--- config.mk ---
export PLATFORM = sky130hd
export DESIGN_NAME = rrs_alu
export DESIGN_NICKNAME = d
export VERILOG_FILES = /design/src/design/rrs_pkg.sv /design/src/design/rrs_alu.sv
export SDC_FILE = /design/constraint.sdc
export NUM_CORES = 1
export LEC_CHECK = 0
export ABC_CLOCK_PERIOD_IN_PS = 4200
export BUFFER_PORTS_ARGS = -buffer_cell sky130_fd_sc_hd__clkbuf_2
export CAP_MARGIN = 10
export CORE_ASPECT_RATIO = 0.5
export CORE_MARGIN = 8
export CORE_UTILIZATION = 56
export CTS_BUF_LIST = sky130_fd_sc_hd__clkbuf_16
export CTS_CLUSTER_DIAMETER = 120
export CTS_CLUSTER_SIZE = 8
export DETAILED_ROUTE_END_ITERATION = 8
export PLACE_DENSITY = 0.86
export REMOVE_ABC_BUFFERS = 1
export SETUP_SLACK_MARGIN = 0.02
export SLEW_MARGIN = 30
export SYNTH_ARGS = -nofsm -noshare
export SYNTH_HDL_FRONTEND = slang
export SYNTH_SLANG_ARGS = --single-unit
--- constraint.sdc ---
create_clock -name ref_clk -period 4.2 [get_ports ref_clk]
set_clock_uncertainty 0.1 [all_clocks]
set_input_delay 0.84 -clock ref_clk [delete_from_list [all_inputs] [get_ports ref_clk]]
set_output_delay 0.84 -clock ref_clk [all_outputs]
set_load 0.05 [all_outputs]
--- src/design/rrs_pkg.sv ---
// Package of opcodes, register offsets and reset values for the rotate/subtract ALU
package rrs_pkg;
  // Operation codes
  typedef enum logic [2:0] {
    OP_NONE = 3'b000,
    OP_RR_MEM = 3'b001,
    OP_RR_ACC = 3'b010,
    OP_RRC_MEM = 3'b011,
    OP_RRC_ACC = 3'b100,
    OP_SBC_ACC = 3'b101,
    OP_SBC_MEM = 3'b110
  } rrs_op_t;
  // Register byte addresses
  localparam logic [7:0] ADDR_CTRL = 8'h00;
  localparam logic [7:0] ADDR_MEM = 8'h04;
  localparam logic [7:0] ADDR_ACC = 8'h08;
  localparam logic [7:0] ADDR_STAT = 8'h0c;
  localparam logic [7:0] ADDR_RES = 8'h10;
  // Status field positions
  localparam int FLAG_C = 0;
  localparam int FLAG_AC = 1;
  localparam int FLAG_Z = 2;
  localparam int FLAG_OV = 3;
  localparam int FLAG_SC = 4;
  localparam int FLAG_CZ = 5;
  localparam int DONE_BIT = 8;
  localparam int MEMW_BIT = 9;
  // Reset values
  localparam logic [7:0] ACC_RST = 8'h00;
  localparam logic [7:0] MEM_RST = 8'h00;
  localparam logic [5:0] FLAGS_RST = 6'h00;
  // Bus encodings
  localparam logic [1:0] HTRANS_NONSEQ = 2'b10;
  localparam logic [2:0] HSIZE_WORD = 3'b010;
endpackage

--- src/design/rrs_alu.sv ---
// Rotate-right and subtract-with-borrow ALU with AHB-Lite register access
// Operation
// - memory rotate right, bit0 to bit7, no flags
// - rotate right into accumulator, memory kept
// - rotate through carry, written back to memory
// - rotate through carry into accumulator
// - acc minus mem minus not-carry into acc
// - same difference written into memory byte
// - carry cleared on borrow, set otherwise
// - subtraction updates six status flags
//
// Decided for this implementation: the AHB-Lite register port and the register addresses.
module rrs_alu (
  // Clock and reset
  input wire logic ref_clk,
  input wire logic nrst,
  // AHB-Lite slave
  input wire logic hsel,
  input wire logic [7:0] haddr,
  input wire logic [1:0] htrans,
  input wire logic hwrite,
  input wire logic [2:0] hsize,
  input wire logic [31:0] hwdata,
  input wire logic hready,
  output logic [31:0] hrdata,
  output logic hreadyout,
  output logic hresp,
  // Results toward core
  output logic [7:0] accumulator,
  output logic [7:0] mem_byte,
  output logic [5:0] flags
);
  logic rst_meta_q;
  logic rst_sync_q;
  logic wr_pend_q;
  logic [7:0] wr_addr_q;
  logic ov_d;
  logic [7:0] acc_q;
  logic [7:0] mem_q;
  logic [5:0] flags_q;
  logic done_q;
  logic memw_q;
  logic [31:0] hrdata_q;
  rrs_pkg::rrs_op_t op;
  logic go;
  logic [7:0] rot_d;
  logic rot_c;
  logic [8:0] diff;
  logic [4:0] low_diff;
  logic [7:0] sum_d;
  logic addr_ph;

  // Reset release
  always_ff @(posedge ref_clk or negedge nrst)
  begin
    if (!nrst)
    begin
      rst_meta_q <= 1'b0;
      rst_sync_q <= 1'b0;
    end
    else
    begin
      rst_meta_q <= 1'b1;
      rst_sync_q <= rst_meta_q;
    end
  end

  // Zero-wait slave: only word-sized transfers are taken
  assign addr_ph = hsel && hready && htrans == rrs_pkg::HTRANS_NONSEQ
    && hsize == rrs_pkg::HSIZE_WORD;

  // Bus phase tracking
  always_ff @(posedge ref_clk or negedge rst_sync_q)
  begin
    if (!rst_sync_q)
    begin
      wr_pend_q <= 1'b0;
      wr_addr_q <= 8'h00;
    end
    else
    begin
      wr_pend_q <= addr_ph && hwrite;
      wr_addr_q <= haddr;
    end
  end

  // Write data phase aimed at one register
  function automatic logic is_wr(input logic pend, input logic [7:0] at,
    input logic [7:0] reg_addr);
    is_wr = pend && at == reg_addr;
  endfunction

  // Codes 0 and 7 are ignored
  function automatic rrs_pkg::rrs_op_t rrs_rrs_op(input logic [2:0] code);
    rrs_rrs_op = (code > 3'b110) ? rrs_pkg::OP_NONE : rrs_pkg::rrs_op_t'(code);
  endfunction

  assign op = is_wr(wr_pend_q, wr_addr_q, rrs_pkg::ADDR_CTRL)
    ? rrs_rrs_op(hwdata[2:0]) : rrs_pkg::OP_NONE;
  assign go = op != rrs_pkg::OP_NONE;

  // Datapath
  always_comb
  begin
    rot_c = flags_q[rrs_pkg::FLAG_C];
    rot_d = mem_q;
    low_diff = {1'b0, acc_q[3:0]} - {1'b0, mem_q[3:0]}
      - {4'h0, ~flags_q[rrs_pkg::FLAG_C]};
    diff = {1'b0, acc_q} - {1'b0, mem_q} - {8'h00, ~flags_q[rrs_pkg::FLAG_C]};
    sum_d = diff[7:0];
    unique case (op)
      rrs_pkg::OP_RR_MEM, rrs_pkg::OP_RR_ACC:
        rot_d = {mem_q[0], mem_q[7:1]};
      rrs_pkg::OP_RRC_MEM, rrs_pkg::OP_RRC_ACC:
      begin
        rot_d = {flags_q[rrs_pkg::FLAG_C], mem_q[7:1]};
        rot_c = mem_q[0];
      end
      default: rot_d = mem_q;
    endcase
  end

  // Signed overflow of the subtraction
  assign ov_d = (acc_q[7] != mem_q[7]) && (sum_d[7] != acc_q[7]);

  // Accumulator and memory byte
  always_ff @(posedge ref_clk or negedge rst_sync_q)
  begin
    if (!rst_sync_q)
    begin
      acc_q <= rrs_pkg::ACC_RST;
      mem_q <= rrs_pkg::MEM_RST;
      memw_q <= 1'b0;
    end
    else if (go)
    begin
      memw_q <= 1'b0;
      unique case (op)
        rrs_pkg::OP_RR_MEM, rrs_pkg::OP_RRC_MEM:
        begin
          mem_q <= rot_d;
          memw_q <= 1'b1;
        end
        rrs_pkg::OP_RR_ACC, rrs_pkg::OP_RRC_ACC:
          acc_q <= rot_d;
        rrs_pkg::OP_SBC_ACC:
          acc_q <= sum_d;
        rrs_pkg::OP_SBC_MEM:
        begin
          mem_q <= sum_d;
          memw_q <= 1'b1;
        end
        default: memw_q <= 1'b0;
      endcase
    end
    else if (is_wr(wr_pend_q, wr_addr_q, rrs_pkg::ADDR_ACC))
      acc_q <= hwdata[7:0];
    else if (is_wr(wr_pend_q, wr_addr_q, rrs_pkg::ADDR_MEM))
      mem_q <= hwdata[7:0];
  end

  // Status flags
  always_ff @(posedge ref_clk or negedge rst_sync_q)
  begin
    if (!rst_sync_q)
    begin
      flags_q <= rrs_pkg::FLAGS_RST;
      done_q <= 1'b0;
    end
    else if (go)
    begin
      done_q <= 1'b1;
      unique case (op)
        rrs_pkg::OP_RRC_MEM, rrs_pkg::OP_RRC_ACC:
          flags_q[rrs_pkg::FLAG_C] <= rot_c;
        rrs_pkg::OP_SBC_ACC, rrs_pkg::OP_SBC_MEM:
        begin
          flags_q[rrs_pkg::FLAG_C] <= ~diff[8];
          flags_q[rrs_pkg::FLAG_AC] <= ~low_diff[4];
          flags_q[rrs_pkg::FLAG_Z] <= sum_d == 8'h00;
          flags_q[rrs_pkg::FLAG_OV] <= ov_d;
          flags_q[rrs_pkg::FLAG_SC] <= sum_d[7] ^ ov_d;
          // Extra zero chains across multi-byte subtracts
          flags_q[rrs_pkg::FLAG_CZ] <= (sum_d == 8'h00)
            && flags_q[rrs_pkg::FLAG_CZ];
        end
        default: flags_q <= flags_q;
      endcase
    end
    else if (is_wr(wr_pend_q, wr_addr_q, rrs_pkg::ADDR_STAT))
    begin
      // Software load of flags also clears done
      flags_q <= hwdata[5:0];
      done_q <= 1'b0;
    end
  end

  // Read data
  always_ff @(posedge ref_clk or negedge rst_sync_q)
  begin
    if (!rst_sync_q)
      hrdata_q <= 32'h0000_0000;
    else if (addr_ph && !hwrite)
    begin
      unique case (haddr)
        rrs_pkg::ADDR_MEM: hrdata_q <= {24'h00_0000, mem_q};
        rrs_pkg::ADDR_ACC: hrdata_q <= {24'h00_0000, acc_q};
        rrs_pkg::ADDR_STAT: hrdata_q <= {22'h00_0000, memw_q, done_q,
          2'b00, flags_q};
        rrs_pkg::ADDR_RES: hrdata_q <= {16'h0000, mem_q, acc_q};
        default: hrdata_q <= 32'h0000_0000;
      endcase
    end
  end

  assign hrdata = hrdata_q;
  // Zero wait states, always OKAY
  assign hreadyout = 1'b1;
  assign hresp = 1'b0;
  assign accumulator = acc_q;
  assign mem_byte = mem_q;
  assign flags = flags_q;
endmodule

### Word-level counts from Yosys, hierarchy flattened

Cells that the tools add are included.

| word-level totals | value |
|---|---|
| flip-flop bits (word level) | 67 |
| output and inout port bits | 56 |
| logic and storage cells | 88 |

| operators by class | value |
|---|---|
| add/subtract/negate cells | 4 |
| equal/unequal tests | 22 |
| muxes and demuxes | 18 |
| bitwise operators | 4 |
| magnitude comparators | 1 |
| reduce and logical (&&, ||, !) cells | 28 |

Operators with widths:

| operator | count |
|---|---|
| $pmux W16 S4 | 1 |
| $pmux W8 S2 | 3 |
| $mux W8 | 5 |
| $eq A8 B4 Y1 const B | 4 |
| $eq A8 B3 Y1 const B | 2 |
| $logic_not A8 Y1 | 2 |
| $mux W6 | 2 |
| $logic_and A1 B1 Y1 | 11 |
| $reduce_or A2 Y1 | 5 |
| $eq A3 B2 Y1 const B | 3 |
| $eq A3 B3 Y1 const B | 3 |
| $ne A3 B1 Y1 const B | 3 |
| $sub A8 B8 Y9 | 1 |
| $sub A9 B1 Y9 | 1 |
| $eq A8 B5 Y1 const B | 1 |
| $mux W3 | 2 |
| $reduce_and A2 Y1 | 3 |
| $reduce_bool A2 Y1 | 3 |
| $mux W5 | 1 |
| $sub A4 B4 Y5 | 1 |
| $sub A5 B1 Y5 | 1 |
| $eq A3 B1 Y1 const B | 1 |
| $gt A3 B3 Y1 const B | 1 |
| $mux W1 | 3 |
| 11 further kinds | 14 |

### Depth between registers and ports, before layout

Gate-level depths: netlist (run 1).

| logic depth | value |
|---|---|
| word-level depth | 8 |
| gate-level depth with buffers | 9 |
| gate-level depth less buffers | 9 |

### Least setup slack after synthesis (run 1)

No wires, ideal clock.

| timing path | value |
|---|---|
| kind | register to register |
| from | reg acc_q[0] (netlist: accumulator[0]) |
| to | reg flags_q[3] (netlist: flags[3]) |
| cell stages (with the launch flop) | 10 |
| setup slack | 1.006 ns |
| arrival | 3.025 ns |
| cells stage by stage | dfrtp_1 -> inv_1 -> fa_1 -> inv_1 -> ha_1 -> o21a_1 -> o32ai_1 -> mux2i_1 -> or4b_2 -> nand3_1 |

| between the ends | value |
|---|---|
| longest elaborated chain between the ends | 6 |

RTL lines:

| element | line | text |
|---|---|---|
| start: declaration | rrs_alu.sv:38 | `logic [7:0] acc_q;` |
| start signal: assignment | rrs_alu.sv:131 | `acc_q <= rrs_pkg::ACC_RST;` |
| start signal: assignment | rrs_alu.sv:145 | `acc_q <= rot_d;` |
| start signal: assignment | rrs_alu.sv:147 | `acc_q <= sum_d;` |
| $sub A8 B8 Y9 | rrs_alu.sv:109 | `diff = {1'b0, acc_q} - {1'b0, mem_q} - {8'h00, ~flags_q[rrs_pkg::FLAG_C]};` |
| $sub A9 B1 Y9 | rrs_alu.sv:109 |  |
| $ne A1 B1 Y1 | rrs_alu.sv:124 | `assign ov_d = (acc_q[7] != mem_q[7]) && (sum_d[7] != acc_q[7]);` |
| $logic_and A1 B1 Y1 | rrs_alu.sv:124 |  |
| $mux W5 | rrs_alu.sv:173 | `unique case (op)` |
| $mux W6 | rrs_alu.sv:170 | `else if (go)` |
| end signal: indexed assignment | rrs_alu.sv:175 | `flags_q[rrs_pkg::FLAG_C] <= rot_c;` |
| end signal: indexed assignment | rrs_alu.sv:178 | `flags_q[rrs_pkg::FLAG_C] <= ~diff[8];` |
| end signal: indexed assignment | rrs_alu.sv:179 | `flags_q[rrs_pkg::FLAG_AC] <= ~low_diff[4];` |
| end: declaration | rrs_alu.sv:40 | `logic [5:0] flags_q;` |

Every way passes these cells. The select of a mux whose other input is x is not followed.
A chain may end at the register's enable or synchronous reset.

### Worst setup path after layout (run 1)

Same ends and word-level chain as after synthesis.

==> impl_metrics.toml, run 1 <==
[layout]
fin_nets = 512
antenna_cells = 0
drive_gt1_share_pct = 20.8
fillers = 495
utilization_pct = 65.7
areaGrowthSynthToFinish_pct = 14.9
stdcell_count = 524

[setup_path]
path_max_fanout = 6
criticalPathCategory = "flip-flop to flip-flop"
worstPathCellList = "inv_1 > fa_1 > inv_1 > ha_1 > o21a_1 > o32ai_1 > mux2i_1 > or4b_2 > nand3_1"
crit_family = "simple AND/OR/NAND/NOR gates"
cp-start-kind = "flip-flop"
crit_buf_inv = 2
max_stage_delay_ps = 680
worst_path_most_repeated_cell = "inv_1"
arrival_ps = 3340
worst_setup_path_end_kind = "flip-flop"
cpMaxStageDelayCell = "or4b_2"
worst_ep_required_time_ps = 4330

[status]
status = "complete, no violations"

[global_routing]
grt_start_max_net_pins = 44
grt_use_total_pct = 22.4
grt_pass1_vias = 3282
antenna_found_initial = 0
grt.overflow.total = 0
grt_pass1_wl_um = 16300

[sta]
period_minus_slack_ps = 3200
hold_viol = 0
finalSetupTns_ps = 0
finalSetupViolations = 0
slew_headroom_pct = 50.6
rsz0062_at_grt = "no"
worstMarginPinSlew_ps = 741
fmax_mhz = 312
fin_crit_sh_pct = 76.3
hold_ws_ps = 1.75
slew_violations = 0

[route]
via_per_inst = 6.24
drtAntennaViolNets = 0
drt-initial-drc-count = 386
vias = 3270
drc = 0
drt_wl_total_um = 9860
routedWlPerCell_um = 18.8
dr.pass1.iters = 5

[cts]
cts.sink_count = 51
insertion_delay_ps = 300
cts_setup_buffers = 0
htreeDepth = 2
cts_tree = "done"
cts.clk_slew.worst_paths_ps = 70
cts_root_buffer = "clkbuf_16"
cts_buffer_depth = 2
cts_hold_buf = 0
ctsResizeCount = 0
numCtsBuffers = 5

[placement]
globalplace.congestion = 0.959
numPlacedInstances = 516
dpl.hpwl_um = 7490
port_buffers = 63

[power_and_ir_drop]
ir_drop_uv = 224
p_int_mw = 0.900
p_clk_share_pct = 33.3
design_power_total_mw = 1.37
pwr-share-comb_pct = 27.0
p_seq_share_pct = 39.8
power_switching_mw = 0.470
power_density_nw_per_um2 = 347
p_sw_share_pct = 34.3
p_leak_nw = 1.81

[synth]
synthCells = 383
ys_warn_count = 0
yosysTopAreaCellShare_pct = 37.1
yosysTopAreaCell = "dfrtp_1"
syn_area_um2 = 3440
syn_area_per_cell_um2 = 8.97
synthTopCellsByCount = "dfrtp_1, nand2_1, inv_1, o21ai_0, nor2_1"
yosys-top-cells-area = "dfrtp_1, ha_1, buf_4"
yosysMostFrequentCell = "dfrtp_1"
yosysUniqueCellTypes = 65
async_reset_ff_share_pct = 100
synth-edff-count = 0
synth_flop_cell = "dfrtp_1"
ys_seq_elements = 51
ys_seq_area_share_pct = 37.1

[floorplanning]
core_um2 = 6010
dieArea_um2 = 9050
start_util_pct = 57.2
rows = 20
die_h_um = 71.4
fp.dieW_um = 127
ioPinCount = 106

[min_path]
hold_class = "flip-flop to async pin"

[run]
cap_violations = 0
==> stage by stage <==
stage	area, µm²	setup WS [ps]
2_1_floorplan	3300	1000
4_1_cts	3950	1020
5_1_grt	3950	787
6_report	3950	996
3_3_place_gp	3780	1130
3_5_place_dp	3780	1080
==> power by group through the flow <==
stage / Clock [mW] / Combinational (mW) / Sequential, mW
floorplan: 0 / 0.209 / 0.602
global placement: 0 / 0.350 / 0.553
detailed placement: 0 / 0.359 / 0.554
CTS: 0.462 / 0.363 / 0.544
global route: 0.485 / 0.400 / 0.548
finish: 0.456 / 0.369 / 0.545
==> layout make-up <==
| cell class | instances | area (µm²) | share of cell area (%) |
|---|---|---|---|
| clock buffer | 5 | 125 | 3.17 |
| clock inverter | 3 | 38.8 | 0.983 |
| inverter | 26 | 97.6 | 2.47 |
| multi-input combinational | 290 | 1930 | 48.9 |
| sequential | 51 | 1280 | 32.4 |
| tap | 77 | 96.3 | 2.44 |
| timing repair buffer | 72 | 383 | 9.70 |
==> cell usage in the layout (no fill, tap or decap), drive strengths merged, types with 3 or more instances in the layout <==
master and count:
or2 5, nor2b 8, a21oi 12, a22o 8, a211oi 4, a22oi 6
a222oi 6, a221o 3, o21a 6, or3 5, ha 14, o2111ai 5
mux2i 7, nor3 9, mux2 3, nand3b 5, clkbuf 68, o21ai 26
a31oi 10, o211ai 3, nand2 38, dfrtp 51, a21o 3, conb 19
a2bb2oi 3, inv 26, xor2 4, nand4 3, nand3 3, o31ai 4
xnor2 3, buf 9, nor2 25
==> sequential cells by signal, summed over array words and instances, names as in the netlist <==
| signal | flops |
|---|---|
| wr_pend_q | 1 |
| hrdata | 16 |
| rst_sync_q | 1 |
| done_q | 1 |
| accumulator | 8 |
| memw_q | 1 |
| mem_byte | 8 |
| wr_addr_q | 8 |
| flags | 6 |
| rst_meta_q | 1 |
==> cells by family after synthesis <==
kind of cell             share of synthesized area (%)
adder cells (fa/ha/maj)                           6.26
AND/OR/NAND/NOR                                   18.1
multiplexers                                      3.02
flip-flops                                        37.1
other                                            0.219
buffers and inverters                             8.56
AO/OA/AOI/OAI                                     24.9
XOR/XNOR                                          1.78
==> per-layer routing <==
layer	vias up	global-route usage, %	wire length (µm)
li1	1513	-	-
met5	-	0	0
met3	21	7.55	1250
met2	206	33.6	4310
met1	1530	29.1	4110
met4	0	9.15	186
==> final timing paths <==
check	start	end	slack (ps)	cells past startpoint
max	accumulator[0]	flags[3]	1000	9
max in group asynchronous	rst_sync_q	accumulator[3]	3220	1
min reg2reg	rst_sync_q	mem_byte[7]	2	0
min in group ref_clk	rst_meta_q	rst_sync_q	250	0
min	rst_sync_q	mem_byte[7]	2	0
max reg2reg	accumulator[0]	flags[3]	1000	9
==> worst reg2reg max path, cell delays in order (launching register included) <==
cell	delay, ps
dfrtp_1	440
inv_1	90
fa_1	580
inv_1	60
ha_1	180
o21a_1	190
o32ai_1	460
mux2i_1	270
or4b_2	680
nand3_1	100
Note: power is estimated with default switching activity, not from simulation.
==> inputs of run 2 (changes only) <==
Settings changed: ABC_CLOCK_PERIOD_IN_PS 4200 to 3200, CORE_UTILIZATION 56 to 52, PLACE_DENSITY 0.86 to 0.81.
Clock period 4.2 ns to 3.2 ns, I/O delays scaled along.
==> impl_metrics.toml, run 2 (synthesis results as in run 1) <==
[status]
status = "complete, no violations"

[sta]
slew_violations = 0
fin_ws_ps = 205
worstMarginPinSlew_ps = 805
rsz0062_at_grt = "no"
hold_viol = 0
period_minus_slack_ps = 2990
fmax_mhz = 334
slew_headroom_pct = 45.8
fin_crit_sh_pct = 93.6
finalSetupTns_ps = 0
hold_ws_ps = 21.1
finalSetupViolations = 0

[min_path]
hold_class = "input pin to async pin"

[route]
drtAntennaViolNets = 0
vias = 3387
drt-initial-drc-count = 473
via_per_inst = 6.10
routedWlPerCell_um = 18.6
dr.pass1.iters = 5
drc = 0
drt_wl_total_um = 10300

[placement]
pre_cts_ws_ps = 150
dpl.hpwl_um = 7650
port_buffers = 63
globalplace.congestion = 0.955

[setup_path]
criticalPathCategory = "flip-flop to flip-flop"
worst_ep_required_time_ps = 3300
cp-start-kind = "flip-flop"
r2r-end = "flags[2]"
reg2reg_depth = 8
r2r-start = "flags[0]"
worst_setup_path_end_kind = "flip-flop"
arrival_ps = 3100
rrSetupSlack_ps = 210
path_max_fanout = 4

[global_routing]
grt_pass1_wl_um = 16500
grt_pass1_vias = 3258
grt_use_total_pct = 21.5
antenna_found_initial = 0
grt.overflow.total = 0
grt_start_max_net_pins = 50

[cts]
cts_root_buffer = "clkbuf_16"
cts.clk_slew.worst_paths_ps = 70
insertion_delay_ps = 290
cts.sink_count = 51
cts_buffer_depth = 2
numCtsBuffers = 5
cts_hold_buf = 0
htreeDepth = 2
cts_tree = "done"

[floorplanning]
core_um2 = 6540
ioPinCount = 106
start_util_pct = 52.5
die_h_um = 73.5
dieArea_um2 = 9620
rows = 21
fp.dieW_um = 131

[layout]
fin_nets = 528
fillers = 573
drive_gt1_share_pct = 23.8
areaGrowthSynthToFinish_pct = 20.0
layout_commonest_cell = "clkbuf_2"
largest_register_ffs = 16
antenna_cells = 0
mostFrequentLayoutCells = "clkbuf_2, dfrtp_1, nand2_1, inv_1, o21ai_0"
utilization_pct = 63.0

[power_and_ir_drop]
ir_drop_uv = 231
p_leak_nw = 1.90
power_density_nw_per_um2 = 463

[run]
cap_violations = 0
-- run 2: per-layer routing --
layer / vias up / wire length [µm] / track usage, %
met4: 0 / 139 / 5.42
met1: 1642 / 4530 / 30.0
met2: 183 / 4590 / 33.5
met3: 14 / 1050 / 4.20
met5: - / 0 / 0
li1: 1548 / - / -
-- run 2: how the worst max path moves through the flow --
| stage | from | to | cells after the start |
|---|---|---|---|
| final | flags[0] | flags[2] | 8 |
| after detailed placement | flags[0] | flags[3] | 9 |
| after CTS | flags[0] | flags[3] | 9 |
| after global routing | flags[0] | flags[2] | 8 |
| after floorplan | accumulator[0] | flags[3] | 9 |
| after global placement | flags[0] | flags[3] | 9 |
-- run 2: stage by stage --
| stage | instance area, µm² | instances | total power, mW |
|---|---|---|---|
| floorplan | 3300 | 367 | 1.06 |
| global placement | 3920 | 547 | 1.20 |
| detailed placement | 3930 | 547 | 1.21 |
| CTS | 4110 | 555 | 1.90 |
| global route | 4120 | 555 | 1.99 |
| finish | 4120 | 555 | 1.91 |
-- run 2: cell type report --
| type | count | area (µm²) | share of cell area (%) |
|---|---|---|---|
| clock buffers | 5 | 125 | 3.04 |
| clock inverters | 3 | 63.8 | 1.55 |
| inverters | 26 | 97.6 | 2.37 |
| multi-input cells | 290 | 1940 | 47.0 |
| flip-flops and latches | 51 | 1280 | 31.1 |
| well taps | 92 | 115 | 2.79 |
| repair buffers | 88 | 503 | 12.2 |
-- run 2: where the power goes --
group	total (mW)	switching, mW	internal, mW
Clock	0.691	0.245	0.446
Combinational	0.513	0.346	0.167
Sequential	0.706	0.0360	0.670
Total	1.91	0.627	1.28
-- run 2: repair_timing --
| action | CTS | global route |
|---|---|---|
| setup buffers | 0 | 0 |
| setup endpoints to repair | 0 | 2 |
| gates resized for setup | 0 | 1 |
-- run 2: critical path: stages, from the launching register on --
cell and delay (ps):
dfrtp_1 420, inv_1 110, fa_1 450, fa_1 440, a21boi_0 380, o22ai_1 230
xor2_1 350, nand4_1 190, o31ai_1 220
==> inputs of run 3 (changes only) <==
Settings changed: CTS_BUF_LIST sky130_fd_sc_hd__clkbuf_16 to not set.
==> impl_metrics.toml, run 3 (synthesis results as in run 1) <==
[status]
status = "complete, no violations"

[floorplanning]
rows = 21
core_um2 = 6540
die_h_um = 73.5
start_util_pct = 52.5
ioPinCount = 106
fp.dieW_um = 131
dieArea_um2 = 9620

[global_routing]
grt_start_max_net_pins = 50
grt_pass1_vias = 3258
grt_use_total_pct = 21.5
met3_usage_pct = 4.20
grt_busiest_layer = "met2"
grt.overflow.total = 0
use_met1_pct = 30.0
antenna_found_initial = 0
grt_pass1_wl_um = 16500
met2_usage_pct = 33.5

[setup_path]
r2r-start = "flags[0]"
criticalPathCategory = "flip-flop to flip-flop"
r2r-end = "flags[2]"
arrival_ps = 3110
path_max_fanout = 4
worst_setup_path_end_kind = "flip-flop"
cp-start-kind = "flip-flop"
rrSetupSlack_ps = 190
worst_ep_required_time_ps = 3300
reg2reg_depth = 8

[sta]
hold_viol = 0
fin_ws_ps = 191
period_minus_slack_ps = 3010
finalSetupTns_ps = 0
fin_crit_sh_pct = 94.0
slew_violations = 0
hold_ws_ps = 20.8
rsz0062_at_grt = "no"
finalSetupViolations = 0
fmax_mhz = 332
slew_headroom_pct = 47.9
worstMarginPinSlew_ps = 774

[placement]
numPlacedInstances = 547
post_dp_cell_area_um2 = 3930
pre_cts_ws_ps = 150
port_buffers = 63
globalplace.congestion = 0.955
dpl.hpwl_um = 7650

[layout]
fillers = 573
stdcell_count = 555
seq_area_um2 = 1280
antenna_cells = 0
utilization_pct = 63.0
final_area_um2 = 4120
largest_register_ffs = 16
layout_commonest_cell = "clkbuf_2"
fin_nets = 528
drive_gt1_share_pct = 23.8
areaGrowthSynthToFinish_pct = 20.0
multiInputGateArea_um2 = 1940
mostFrequentLayoutCells = "clkbuf_2, dfrtp_1, nand2_1, inv_1, o21ai_0"

[cts]
cts.sink_count = 51
numCtsBuffers = 5
insertion_delay_ps = 290
cts.clk_slew.worst_paths_ps = 70
cts_root_buffer = "clkbuf_16"
htreeDepth = 2
cts_tree = "done"
cts_setup_buffers = 0
ctsResizeCount = 0
cts_buffer_depth = 2
cts_hold_buf = 0

[route]
drc = 0
vias = 3364
drtAntennaViolNets = 0
dr.pass1.iters = 5
routedWlPerCell_um = 18.5
via_per_inst = 6.06
drt_wl_total_um = 10300
drt-initial-drc-count = 472

[power_and_ir_drop]
p_leak_nw = 1.90
design_power_total_mw = 1.91
power_density_nw_per_um2 = 464
ir_drop_uv = 232

[min_path]
hold_class = "input pin to async pin"

[run]
cap_violations = 0
[run 3: cell types whose count changed in the layout (fill, tap and decap cells not counted), sizes merged]
cell	change
inv	-1
clkbuf	+1
[run 3: layout make-up]
type | count | share of cell area, %
multi-input cells | 290 | 47.0
inverters | 26 | 2.37
clock buffers | 6 | 3.13
clock inverters | 2 | 1.46
well taps | 92 | 2.79
repair buffers | 88 | 12.2
flip-flops and latches | 51 | 31.1
[run 3: where the power goes]
group / switching [mW] / internal, mW / leakage [nW] / total, mW
Clock: 0.243 / 0.449 / 0.0911 / 0.691
Combinational: 0.346 / 0.167 / 1.16 / 0.513
Sequential: 0.0356 / 0.671 / 0.649 / 0.706
[run 3: critical path, cell delays in order (launching register included)]
cell	delay [ps]
dfrtp_1	420
inv_1	110
fa_1	450
fa_1	440
a21boi_0	390
o22ai_1	240
xor2_1	350
nand4_1	190
o31ai_1	220
[run 3: routing by layer]
| layer | routed length (µm) | vias to the layer above |
|---|---|---|
| met2 | 4580 | 185 |
| met4 | 142 | 0 |
| li1 | - | 1548 |
| met5 | 0 | - |
| met3 | 1130 | 17 |
| met1 | 4410 | 1614 |
[run 3: how the worst max path moves through the flow]
stage	start	endpoint	slack, ps	cells after the start
floorplan	accumulator[0]	flags[3]	5	9
global placement	flags[0]	flags[3]	210	9
detailed placement	flags[0]	flags[3]	150	9
CTS	flags[0]	flags[3]	120	9
global route	flags[0]	flags[2]	40	8
finish	flags[0]	flags[2]	190	8
